===== src/shared/csr_defs.svh =====
`ifndef CSR_DEFS_SVH
`define CSR_DEFS_SVH

// Reverse-boost hold time in nanoseconds and the clock period it is counted in.
`define CSR_RB_HOLD_NS 1000000
`define CSR_CLK_PERIOD_NS 10
// Cycles of the hold time; a least time, so it rounds up.
`define CSR_RB_HOLD_CYC ((`CSR_RB_HOLD_NS + `CSR_CLK_PERIOD_NS - 1) / `CSR_CLK_PERIOD_NS)
`define CSR_RB_CNT_W 17
// Number of comparator and event inputs that pass through synchronisers.
`define CSR_SYNC_W 13

`endif


===== src/shared/csr_pkg.sv =====
`default_nettype none

package csr_pkg;
  // Charge-status tracking: first cycle, done or a recharge cycle, or idle.
  typedef enum logic [1:0] {
    CSR_STAT_IDLE,
    CSR_STAT_NEW,
    CSR_STAT_DONE,
    CSR_STAT_RECHARGE
  } csr_stat_e;

  // Reverse-boost prevention sequence.
  typedef enum logic [1:0] {
    CSR_RB_MONITOR,
    CSR_RB_HOLD,
    CSR_RB_RETEST
  } csr_rb_e;
endpackage : csr_pkg

`default_nettype wire


===== src/csr_ctrl.sv =====
// Behaviour
// - Converter stays in forced continuous conduction at every load, never discontinuous.
// - Reverse current without supplement trip: battery switch off, regulate system target 1 ms.
// - After 1 ms, battery switch back on and retest battery above regulation.
// - Protection enabled only between overvoltage threshold and regulation minus recharge offset.
// - Supplement-caused reverse boost may leave done; restart below regulation minus offset.
// - Supply-good low only inside lockout, sleep and overvoltage window; else released.
// - Charge-status low during new cycle, including thermistor or thermal suspension.
// - Battery reinsertion or input power toggle starts a new charge cycle.
// - Charge-status low until termination; early release on removal, timer fault, bad supply.
// - After new-cycle termination, charge-status released until the next new cycle.
// - Charge-status never low during recharge cycles after a termination.
`timescale 1ns/10ps
`default_nettype none
`include "csr_defs.svh"

module csr_ctrl (
  input wire logic clk_i,
  input wire logic resetn_i,
  input wire logic supply_above_uvlo_i,
  input wire logic supply_above_sleep_i,
  input wire logic supply_above_ovp_i,
  input wire logic battery_present_i,
  input wire logic bat_below_bovp_i,
  input wire logic bat_above_reg_i,
  input wire logic bat_above_rch_i,
  input wire logic reverse_current_i,
  input wire logic supplement_trip_i,
  input wire logic termination_i,
  input wire logic timer_fault_i,
  input wire logic thermistor_fault_i,
  input wire logic thermal_reg_i,
  output logic supply_good_flag_oe_n_o,
  output logic supply_good_flag_o,
  output logic charge_status_flag_oe_n_o,
  output logic charge_status_flag_o,
  output logic battery_switch_on_o,
  output logic fb_sysreg_o,
  output logic force_ccm_o,
  output logic charge_enable_o
);
  logic [`CSR_SYNC_W-1:0] raw_w;
  logic [`CSR_SYNC_W-1:0] s_w;

  assign raw_w = {supply_above_uvlo_i, supply_above_sleep_i, supply_above_ovp_i,
                  battery_present_i, bat_below_bovp_i, bat_above_reg_i, bat_above_rch_i,
                  reverse_current_i, supplement_trip_i, termination_i, timer_fault_i,
                  thermistor_fault_i, thermal_reg_i};

  // All comparator results come from the analog domain and are synchronised first.
  csr_sync u_sync (
    .clk_i(clk_i),
    .resetn_i(resetn_i),
    .async_i(raw_w),
    .sync_o(s_w)
  );

  // Named views of the synchronised inputs.
  wire logic uvlo_ok_w = s_w[12];
  wire logic sleep_ok_w = s_w[11];
  wire logic ovp_w = s_w[10];
  wire logic bat_in_w = s_w[9];
  wire logic below_bovp_w = s_w[8];
  wire logic above_reg_w = s_w[7];
  wire logic above_rch_w = s_w[6];
  wire logic rev_w = s_w[5];
  wire logic supp_w = s_w[4];
  wire logic term_w = s_w[3];
  wire logic tfault_w = s_w[2];
  wire logic therm_w = s_w[1];
  wire logic thr_w = s_w[0];

  // Supply window: above lockout, above battery plus sleep offset, below overvoltage.
  wire logic supply_ok_w = uvlo_ok_w & sleep_ok_w & ~ovp_w;
  wire logic prot_window_w = below_bovp_w & above_rch_w;
  wire logic rb_trigger_w = prot_window_w & rev_w & ~supp_w;

  logic supply_ok_q;
  logic bat_in_q;
  // A supply that comes back valid or a battery that reappears opens a new cycle.
  wire logic new_cycle_w = (supply_ok_w & ~supply_ok_q) | (bat_in_w & ~bat_in_q);
  wire logic abort_w = ~bat_in_w | tfault_w | ~supply_ok_w;
  // Outside a recharge cycle, termination does not count while charging is suspended by heat.
  wire logic term_ok_w = term_w & ~therm_w & ~thr_w;

  csr_pkg::csr_stat_e stat_q;
  csr_pkg::csr_stat_e stat_d;
  csr_pkg::csr_rb_e rb_q;
  csr_pkg::csr_rb_e rb_d;
  logic [`CSR_RB_CNT_W-1:0] rb_cnt_q;
  logic [`CSR_RB_CNT_W-1:0] rb_cnt_d;
  logic supp_halt_q;
  logic supp_halt_d;

  localparam logic [`CSR_RB_CNT_W-1:0] RbLast = `CSR_RB_CNT_W'(`CSR_RB_HOLD_CYC - 1);

  // Charge-status sequence. Thermistor and thermal suspension keep a new cycle open.
  // An abort outranks a new-cycle edge, so the flag never blinks low while an abort condition holds.
  always_comb
  begin
    stat_d = stat_q;
    if (abort_w)
      stat_d = csr_pkg::CSR_STAT_IDLE;
    else if (new_cycle_w)
      stat_d = term_ok_w ? csr_pkg::CSR_STAT_DONE : csr_pkg::CSR_STAT_NEW;
    else
      case (stat_q)
        csr_pkg::CSR_STAT_NEW:
          if (term_ok_w)
            stat_d = csr_pkg::CSR_STAT_DONE;
        csr_pkg::CSR_STAT_DONE:
          if (~above_rch_w)
            stat_d = csr_pkg::CSR_STAT_RECHARGE;
        csr_pkg::CSR_STAT_RECHARGE:
          if (term_w)
            stat_d = csr_pkg::CSR_STAT_DONE;
        csr_pkg::CSR_STAT_IDLE:
          stat_d = csr_pkg::CSR_STAT_IDLE;
        default:
          stat_d = csr_pkg::CSR_STAT_IDLE;
      endcase
  end

  // Reverse-boost timer: hold for the full interval, then retest one cycle.
  always_comb
  begin
    rb_d = rb_q;
    rb_cnt_d = rb_cnt_q;
    case (rb_q)
      csr_pkg::CSR_RB_MONITOR:
        if (rb_trigger_w)
        begin
          rb_d = csr_pkg::CSR_RB_HOLD;
          rb_cnt_d = '0;
        end
      csr_pkg::CSR_RB_HOLD:
        if (rb_cnt_q == RbLast)
          rb_d = csr_pkg::CSR_RB_RETEST;
        else
          rb_cnt_d = rb_cnt_q + `CSR_RB_CNT_W'(1);
      csr_pkg::CSR_RB_RETEST:
        if (prot_window_w & above_reg_w & ~supp_w)
        begin
          rb_d = csr_pkg::CSR_RB_HOLD;
          rb_cnt_d = '0;
        end
        else
          rb_d = csr_pkg::CSR_RB_MONITOR;
      default:
        rb_d = csr_pkg::CSR_RB_MONITOR;
    endcase
  end

  // A supplement event while in reverse boost halts charging until the battery sags.
  always_comb
  begin
    supp_halt_d = supp_halt_q;
    if (rb_q != csr_pkg::CSR_RB_MONITOR && supp_w)
      supp_halt_d = 1'b1;
    else if (~above_rch_w)
      supp_halt_d = 1'b0;
  end

  always_ff @(posedge clk_i or negedge resetn_i)
  begin
    if (!resetn_i)
    begin
      stat_q <= csr_pkg::CSR_STAT_IDLE;
      rb_q <= csr_pkg::CSR_RB_MONITOR;
      rb_cnt_q <= '0;
      supp_halt_q <= 1'b0;
      supply_ok_q <= 1'b0;
      bat_in_q <= 1'b0;
    end
    else
    begin
      stat_q <= stat_d;
      rb_q <= rb_d;
      rb_cnt_q <= rb_cnt_d;
      supp_halt_q <= supp_halt_d;
      supply_ok_q <= supply_ok_w;
      bat_in_q <= bat_in_w;
    end
  end

  // Registered outputs; enables are low while the pin is pulled down.
  wire logic rb_active_w = (rb_d == csr_pkg::CSR_RB_HOLD);
  wire logic stat_low_w = (stat_d == csr_pkg::CSR_STAT_NEW);

  always_ff @(posedge clk_i or negedge resetn_i)
  begin
    if (!resetn_i)
    begin
      supply_good_flag_oe_n_o <= 1'b1;
      supply_good_flag_o <= 1'b0;
      charge_status_flag_oe_n_o <= 1'b1;
      charge_status_flag_o <= 1'b0;
      battery_switch_on_o <= 1'b1;
      fb_sysreg_o <= 1'b0;
      force_ccm_o <= 1'b1;
      charge_enable_o <= 1'b0;
    end
    else
    begin
      supply_good_flag_oe_n_o <= ~supply_ok_w;
      supply_good_flag_o <= 1'b0;
      charge_status_flag_oe_n_o <= ~stat_low_w;
      charge_status_flag_o <= 1'b0;
      battery_switch_on_o <= ~rb_active_w;
      fb_sysreg_o <= rb_active_w;
      force_ccm_o <= 1'b1;
      charge_enable_o <= supply_ok_w & bat_in_w & ~therm_w & ~thr_w & ~tfault_w & ~supp_halt_d
                         & (stat_d == csr_pkg::CSR_STAT_NEW
                            || stat_d == csr_pkg::CSR_STAT_RECHARGE);
    end
  end
endmodule : csr_ctrl

`default_nettype wire


===== src/csr_sync.sv =====
`timescale 1ns/10ps
`default_nettype none
`include "csr_defs.svh"

// Two-flop synchroniser bank for asynchronous comparator and event inputs.
module csr_sync (
  input wire logic clk_i,
  input wire logic resetn_i,
  input wire logic [`CSR_SYNC_W-1:0] async_i,
  output logic [`CSR_SYNC_W-1:0] sync_o
);
  logic [`CSR_SYNC_W-1:0] meta_q;
  logic [`CSR_SYNC_W-1:0] sync_q;

  // One generate entry per bit; the first stage feeds only the second.
  genvar gi;
  generate
    for (gi = 0; gi < `CSR_SYNC_W; gi = gi + 1)
    begin : g_bit
      always_ff @(posedge clk_i or negedge resetn_i)
      begin
        if (!resetn_i)
        begin
          meta_q[gi] <= 1'b0;
          sync_q[gi] <= 1'b0;
        end
        else
        begin
          meta_q[gi] <= async_i[gi];
          sync_q[gi] <= meta_q[gi];
        end
      end
    end
  endgenerate

  assign sync_o = sync_q;
endmodule : csr_sync

`default_nettype wire


===== config.mk =====
export PLATFORM = sky130hd
export DESIGN_NAME = csr_ctrl
export DESIGN_NICKNAME = d
export VERILOG_FILES = /design/src/shared/csr_pkg.sv /design/src/csr_ctrl.sv /design/src/csr_sync.sv
export VERILOG_INCLUDE_DIRS = /design/src /design/src/shared
export SDC_FILE = /design/constraint.sdc
export NUM_CORES = 1
export LEC_CHECK = 0
export BUFFER_PORTS_ARGS = -buffer_cell sky130_fd_sc_hd__clkbuf_2
export CAP_MARGIN = 40
export CORE_MARGIN = 2
export CORE_UTILIZATION = 58
export CTS_BUF_LIST = sky130_fd_sc_hd__clkbuf_8
export CTS_CLUSTER_SIZE = 10
export DETAILED_ROUTE_END_ITERATION = 8
export PLACE_DENSITY = 0.87
export SLEW_MARGIN = 20
export SYNTH_ARGS = -nofsm -noshare
export SYNTH_HDL_FRONTEND = slang
export SYNTH_HIERARCHICAL = 1
export SYNTH_SLANG_ARGS = --single-unit

===== constraint.sdc =====
create_clock -name clk_i -period 2.4 [get_ports clk_i]
set_input_delay 0.48 -clock clk_i [delete_from_list [all_inputs] [get_ports clk_i]]
set_output_delay 0.48 -clock clk_i [all_outputs]
set_load 0.02 [all_outputs]

Word level (Yosys, flattened, before mapping)

Index checks and enable logic that the tools add are counted.

Bits in registers: 55
Input bits: 15
Output and inout port bits: 8

$add $sub $neg: 1
Equal/unequal tests: 12
Muxes and demuxes: 17
Bitwise logic cells: 32
Reduce and logical (&&, ||, !) cells: 7

Operators by type and width:

| kind                    | count |
|---|---|
| $mux W17                | 3 |
| $pmux W17 S3            | 1 |
| $add A17 B1 Y17 const B | 1 |
| $and A1 B1 Y1           | 17 |
| $eq A17 B17 Y1 const B  | 1 |
| $mux W2                 | 8 |
| $not A1 Y1              | 12 |
| $eq A2 B1 Y1 const B    | 4 |
| $eq A2 B2 Y1 const B    | 4 |
| $pmux W2 S4             | 1 |
| $ne A2 B2 Y1 const B    | 3 |
| $pmux W2 S3             | 1 |
| $logic_not A2 Y1        | 2 |
| $reduce_and A4 Y1       | 1 |
| $mux W1                 | 3 |
| $or A1 B1 Y1            | 3 |
| $reduce_bool A3 Y1      | 1 |
| $reduce_bool A2 Y1      | 1 |
| $logic_and A1 B1 Y1     | 1 |
| $logic_or A1 B1 Y1      | 1 |

Depth between registers and ports, before layout

Word-level depth: 10
Gate-level depth with buffers: 6
Gate-level depth less buffers: 6

Modules after synthesis

Netlist, hierarchy kept.

By module, submodules not included:

| module   | times used | cells an instance | area each (um2) | sequential area each (um2) |
|---|---|---|---|---|
| csr_ctrl | 1          | 142               | 1455.1          | 729.4 |
| csr_sync | 1          | 26                | 650.6           | 650.6 |

Worst setup path before layout

OpenSTA, ideal clock, no wires.

Kind: flip-flop to flip-flop
Start point: register rb_cnt_q[0]
End point: register rb_cnt_q[14]
Setup time: 0.124 ns
Data arrival time: 1.864 ns
Data required time: 2.276 ns
Path slack: 0.412 ns
Cell stages (with the launch flop): 6
Cells stage by stage: dfrtp_1 -> ha_1 -> nand4_2 -> or4_2 -> and3_1 -> a211o_1

Longest elaborated chain between the ends: 3
Elaborated cells on any way between the ends: 6

Ends and longest elaborated chain:

| element                                                  | line                             | text |
|---|---|---|
| start: declaration                                       | csr_ctrl.sv:90                   | `` logic [`CSR_RB_CNT_W-1:0] rb_cnt_q; `` |
| start signal: assignment                                 | csr_ctrl.sv:179                  | `rb_cnt_q <= rb_cnt_d;` |
| $add A17 B1 Y17 / $eq A17 B17 Y1 (equally long branches) | csr_ctrl.sv:140, csr_ctrl.sv:137 |  |
| $mux W17 / $ne A2 B2 Y1 (equally long branches)          | --                               |  |
| $pmux W17 S3 / $reduce_and A4 Y1 (equally long branches) | --                               |  |

Parallel ways exist; a longest one is shown, timed or not. The select of a mux whose other input is x is not followed.
A chain may end at the register's enable or synchronous reset.

Final worst setup path

Start point: register rb_cnt_q[13]
End point: register rb_cnt_q[15]

The elaborated chain is that of the path after synthesis.

==> results.json <==
{
  "path_clk_slew_ns": 0.10,
  "fmax_mhz": 456,
  "synth_top_cell_area_share_pct": 61.8,
  "finalCritPeriodShare_pct": 91.4,
  "ys_top_cells_by_area": "dfrtp_1, dfstp_2, nand3_1",
  "endpoint_kind": "register",
  "fin_nets": 210,
  "ios": 23,
  "core_area_sq_mm": 0.00342,
  "hpwlAfterDp_microns": 2820,
  "ff2ff_setup_slack_ns": 0.21,
  "critPathTopFamily": "compound AO/OA/AOI/OAI gates",
  "crit_required_ns": 2.61,
  "rows": 21,
  "slew_viol_final": 0,
  "slew_headroom_pct": 56.0,
  "synth-simple-area-share_pct": 18.5,
  "grt_pass1_wl_microns": 6930,
  "grt_usage_pct": 22.8,
  "cp-startpoint": "rb_cnt_q[13]",
  "layout-drive-gt1-share_pct": 20.0,
  "clock_latency_ns": 0.32,
  "ys_seq_area_share_pct": 65.5,
  "powerDensity_mw_per_mm2": 805,
  "cp_cell_sequence": "or4b_4 > o41ai_2 > buf_4 > nor3_1 > a211o_1",
  "synth-async-reset-ratio_pct": 100,
  "drt_wl_total_microns": 4120,
  "ant_nets": 0,
  "post_cts_resized": 0,
  "cts_hold_buf": 0,
  "post_drt_wl_per_cell_microns": 17.1,
  "yosys.cell_types.count": 48,
  "htreeDepth": 2,
  "synthXorXnorAreaFrac_pct": 1.25,
  "cp.depth": 5,
  "synthMuxAreaShare_pct": 1.49,
  "cpMaxStageDelayCell": "or4b_4",
  "clock_path_buffers": 2,
  "critPathBufInv": 1,
  "crit_end": "rb_cnt_q[15]",
  "multiInputGateArea_sq_um": 683,
  "route.detailed.drc": 0,
  "fillers": 238,
  "die_height_microns": 64.3,
  "synth_top_cell_by_area": "dfrtp_1",
  "start_util_pct": 61.6,
  "synth_cells": 168,
  "synth_compound_area_share_pct": 10.1,
  "die_area_sq_mm": 0.00413,
  "ys_ff_latch": 55,
  "critPathLaunchType": "register",
  "firstDrtPassIters": 4,
  "cts_tree": "yes",
  "synth.avg_cell_area_sq_um": 12.5,
  "irDropWorstVdd_uv": 690,
  "die_w_microns": 64.3,
  "clkSinkCount": 55,
  "crit_path_max_incr_delay_ns": 0.57,
  "tns_ns": 0,
  "reg2reg_depth": 5,
  "portBuffers": 19,
  "synth_most_common_cell": "dfrtp_1",
  "yosysWarnings": 6,
  "vias": 1456,
  "rsz0062_at_grt": "no",
  "gp_congestion": 0.893,
  "period_minus_slack_ns": 2.19,
  "worstMarginPinSlew_ns": 0.660,
  "critical_path_class": "register to register",
  "final.setup_skew_ns": 0.00596,
  "viasPerCell": 6.04,
  "path_max_fanout": 9,
  "grt_pass1_vias": 1375,
  "hold_path_class": "primary input to async pin",
  "reg2reg_from": "rb_cnt_q[13]",
  "grt_start_max_net_pins": 31,
  "final_hold_viol_count": 0,
  "synth_top_family_by_area": "simple AND/OR/NAND/NOR gates",
  "p_leak_nw": 1.08,
  "worstPathArrival_ns": 2.40,
  "area_growth_syn_to_layout_pct": 12.5,
  "maxCapViolations": 0,
  "fin_hold_ws_ns": 0.174,
  "yosys-top-cells-count": "dfrtp_1, nand2_1, nand3_1, o21ai_0, a21oi_1",
  "status": "finished, final reports clean",
  "antenna_found_initial": 0,
  "cts-root-buf": "clkbuf_8",
  "synth_area_sq_mm": 0.00211,
  "seqCellArea_sq_mm": 0.00138,
  "n_antenna_cell": 0,
  "drt-initial-drc-count": 147,
  "grt.overflow.total": 0,
  "cts_setup_buffers": 0,
  "synth_adder_area_share_pct": 0.594,
  "reg2reg_to": "rb_cnt_q[15]",
  "synth_edf_count": 0,
  "setup_violations": 0,
  "cts_buffers": 5,
  "synthFlopType": "dfrtp_1"
}
[where the power goes]
part	internal, mW	leakage [nW]	switching [mW]
registers	1.01	0.678	0.0844
logic	0.100	0.355	0.161
clock network	0.242	0.0522	0.307
total	1.36	1.08	0.552
[worst min-delay path by stage]
stage	slack (ns)	depth (start not counted)	end	start
CTS	0.18	1	rb_q[0]	resetn_i
detailed placement	0.34	0	u_sync/sync_o[10]	u_sync/meta_q[10]
global placement	0.33	0	u_sync/sync_o[12]	u_sync/meta_q[12]
finish	0.17	1	rb_q[0]	resetn_i
global route	0.22	1	rb_q[0]	resetn_i
floorplan	0.18	0	bat_in_q	resetn_i
[stage by stage]
step	total power, mW	utilization (%)	instances	setup WS, ns	instance area (sq um)
2_1_floorplan	1.26	-	169	0.412	2110
3_3_place_gp	1.35	66.4	233	0.344	2270
3_5_place_dp	1.37	66.4	233	0.285	2270
4_1_cts	1.91	69.4	241	0.237	2370
5_1_grt	2.00	69.4	241	0.123	2370
6_report	1.91	69.4	241	0.207	2370
[metal layers]
metal	vias up	part of all wire, %	GRT usage (%)
met4	0	2.1	9.04
met2	67	50	36.7
li1	667	-	-
met3	10	7.0	5.81
met1	712	40	29.9
met5	-	0	0
[final cells by class]
cell class              count  area share [%]
flip-flops and latches     55            58.2
well taps                  46            2.43
clock buffers               6            3.48
multi-input cells         105            28.8
clock inverters             2           0.739
repair buffers             22            5.49
inverters                   5           0.792
[cell usage in the layout (no fill, tap or decap), types with 4 or more instances in the layout]
cell,count
dfrtp_1,52
and3_1,4
o21ai_0,8
nand2_1,12
clkbuf_2,19
nand4_1,4
inv_1,5
nor2_1,5
clkbuf_8,6
nor3_1,4
a21oi_1,7
nand3_1,9
[cell families after synthesis]
kind of cell,Yosys count
XOR/XNOR,3
adder cells (fa/ha/maj),1
buffers and inverters,9
AND/OR/NAND/NOR,64
other,2
multiplexers,3
AO/OA/AOI/OAI,31
flip-flops,55
[flip-flops by register name, summed over array words and instances (netlist names)]
signal,cells
bat_in_q,1
battery_switch_on_o,1
charge_enable_o,1
charge_status_flag_oe_n_o,1
fb_sysreg_o,1
rb_cnt_q,17
rb_q,2
stat_q,2
supp_halt_q,1
supply_good_flag_oe_n_o,1
supply_ok_q,1
u_sync/meta_q,13
u_sync/sync_o,13
No activity file was read; power rests on OpenSTA's default activity.
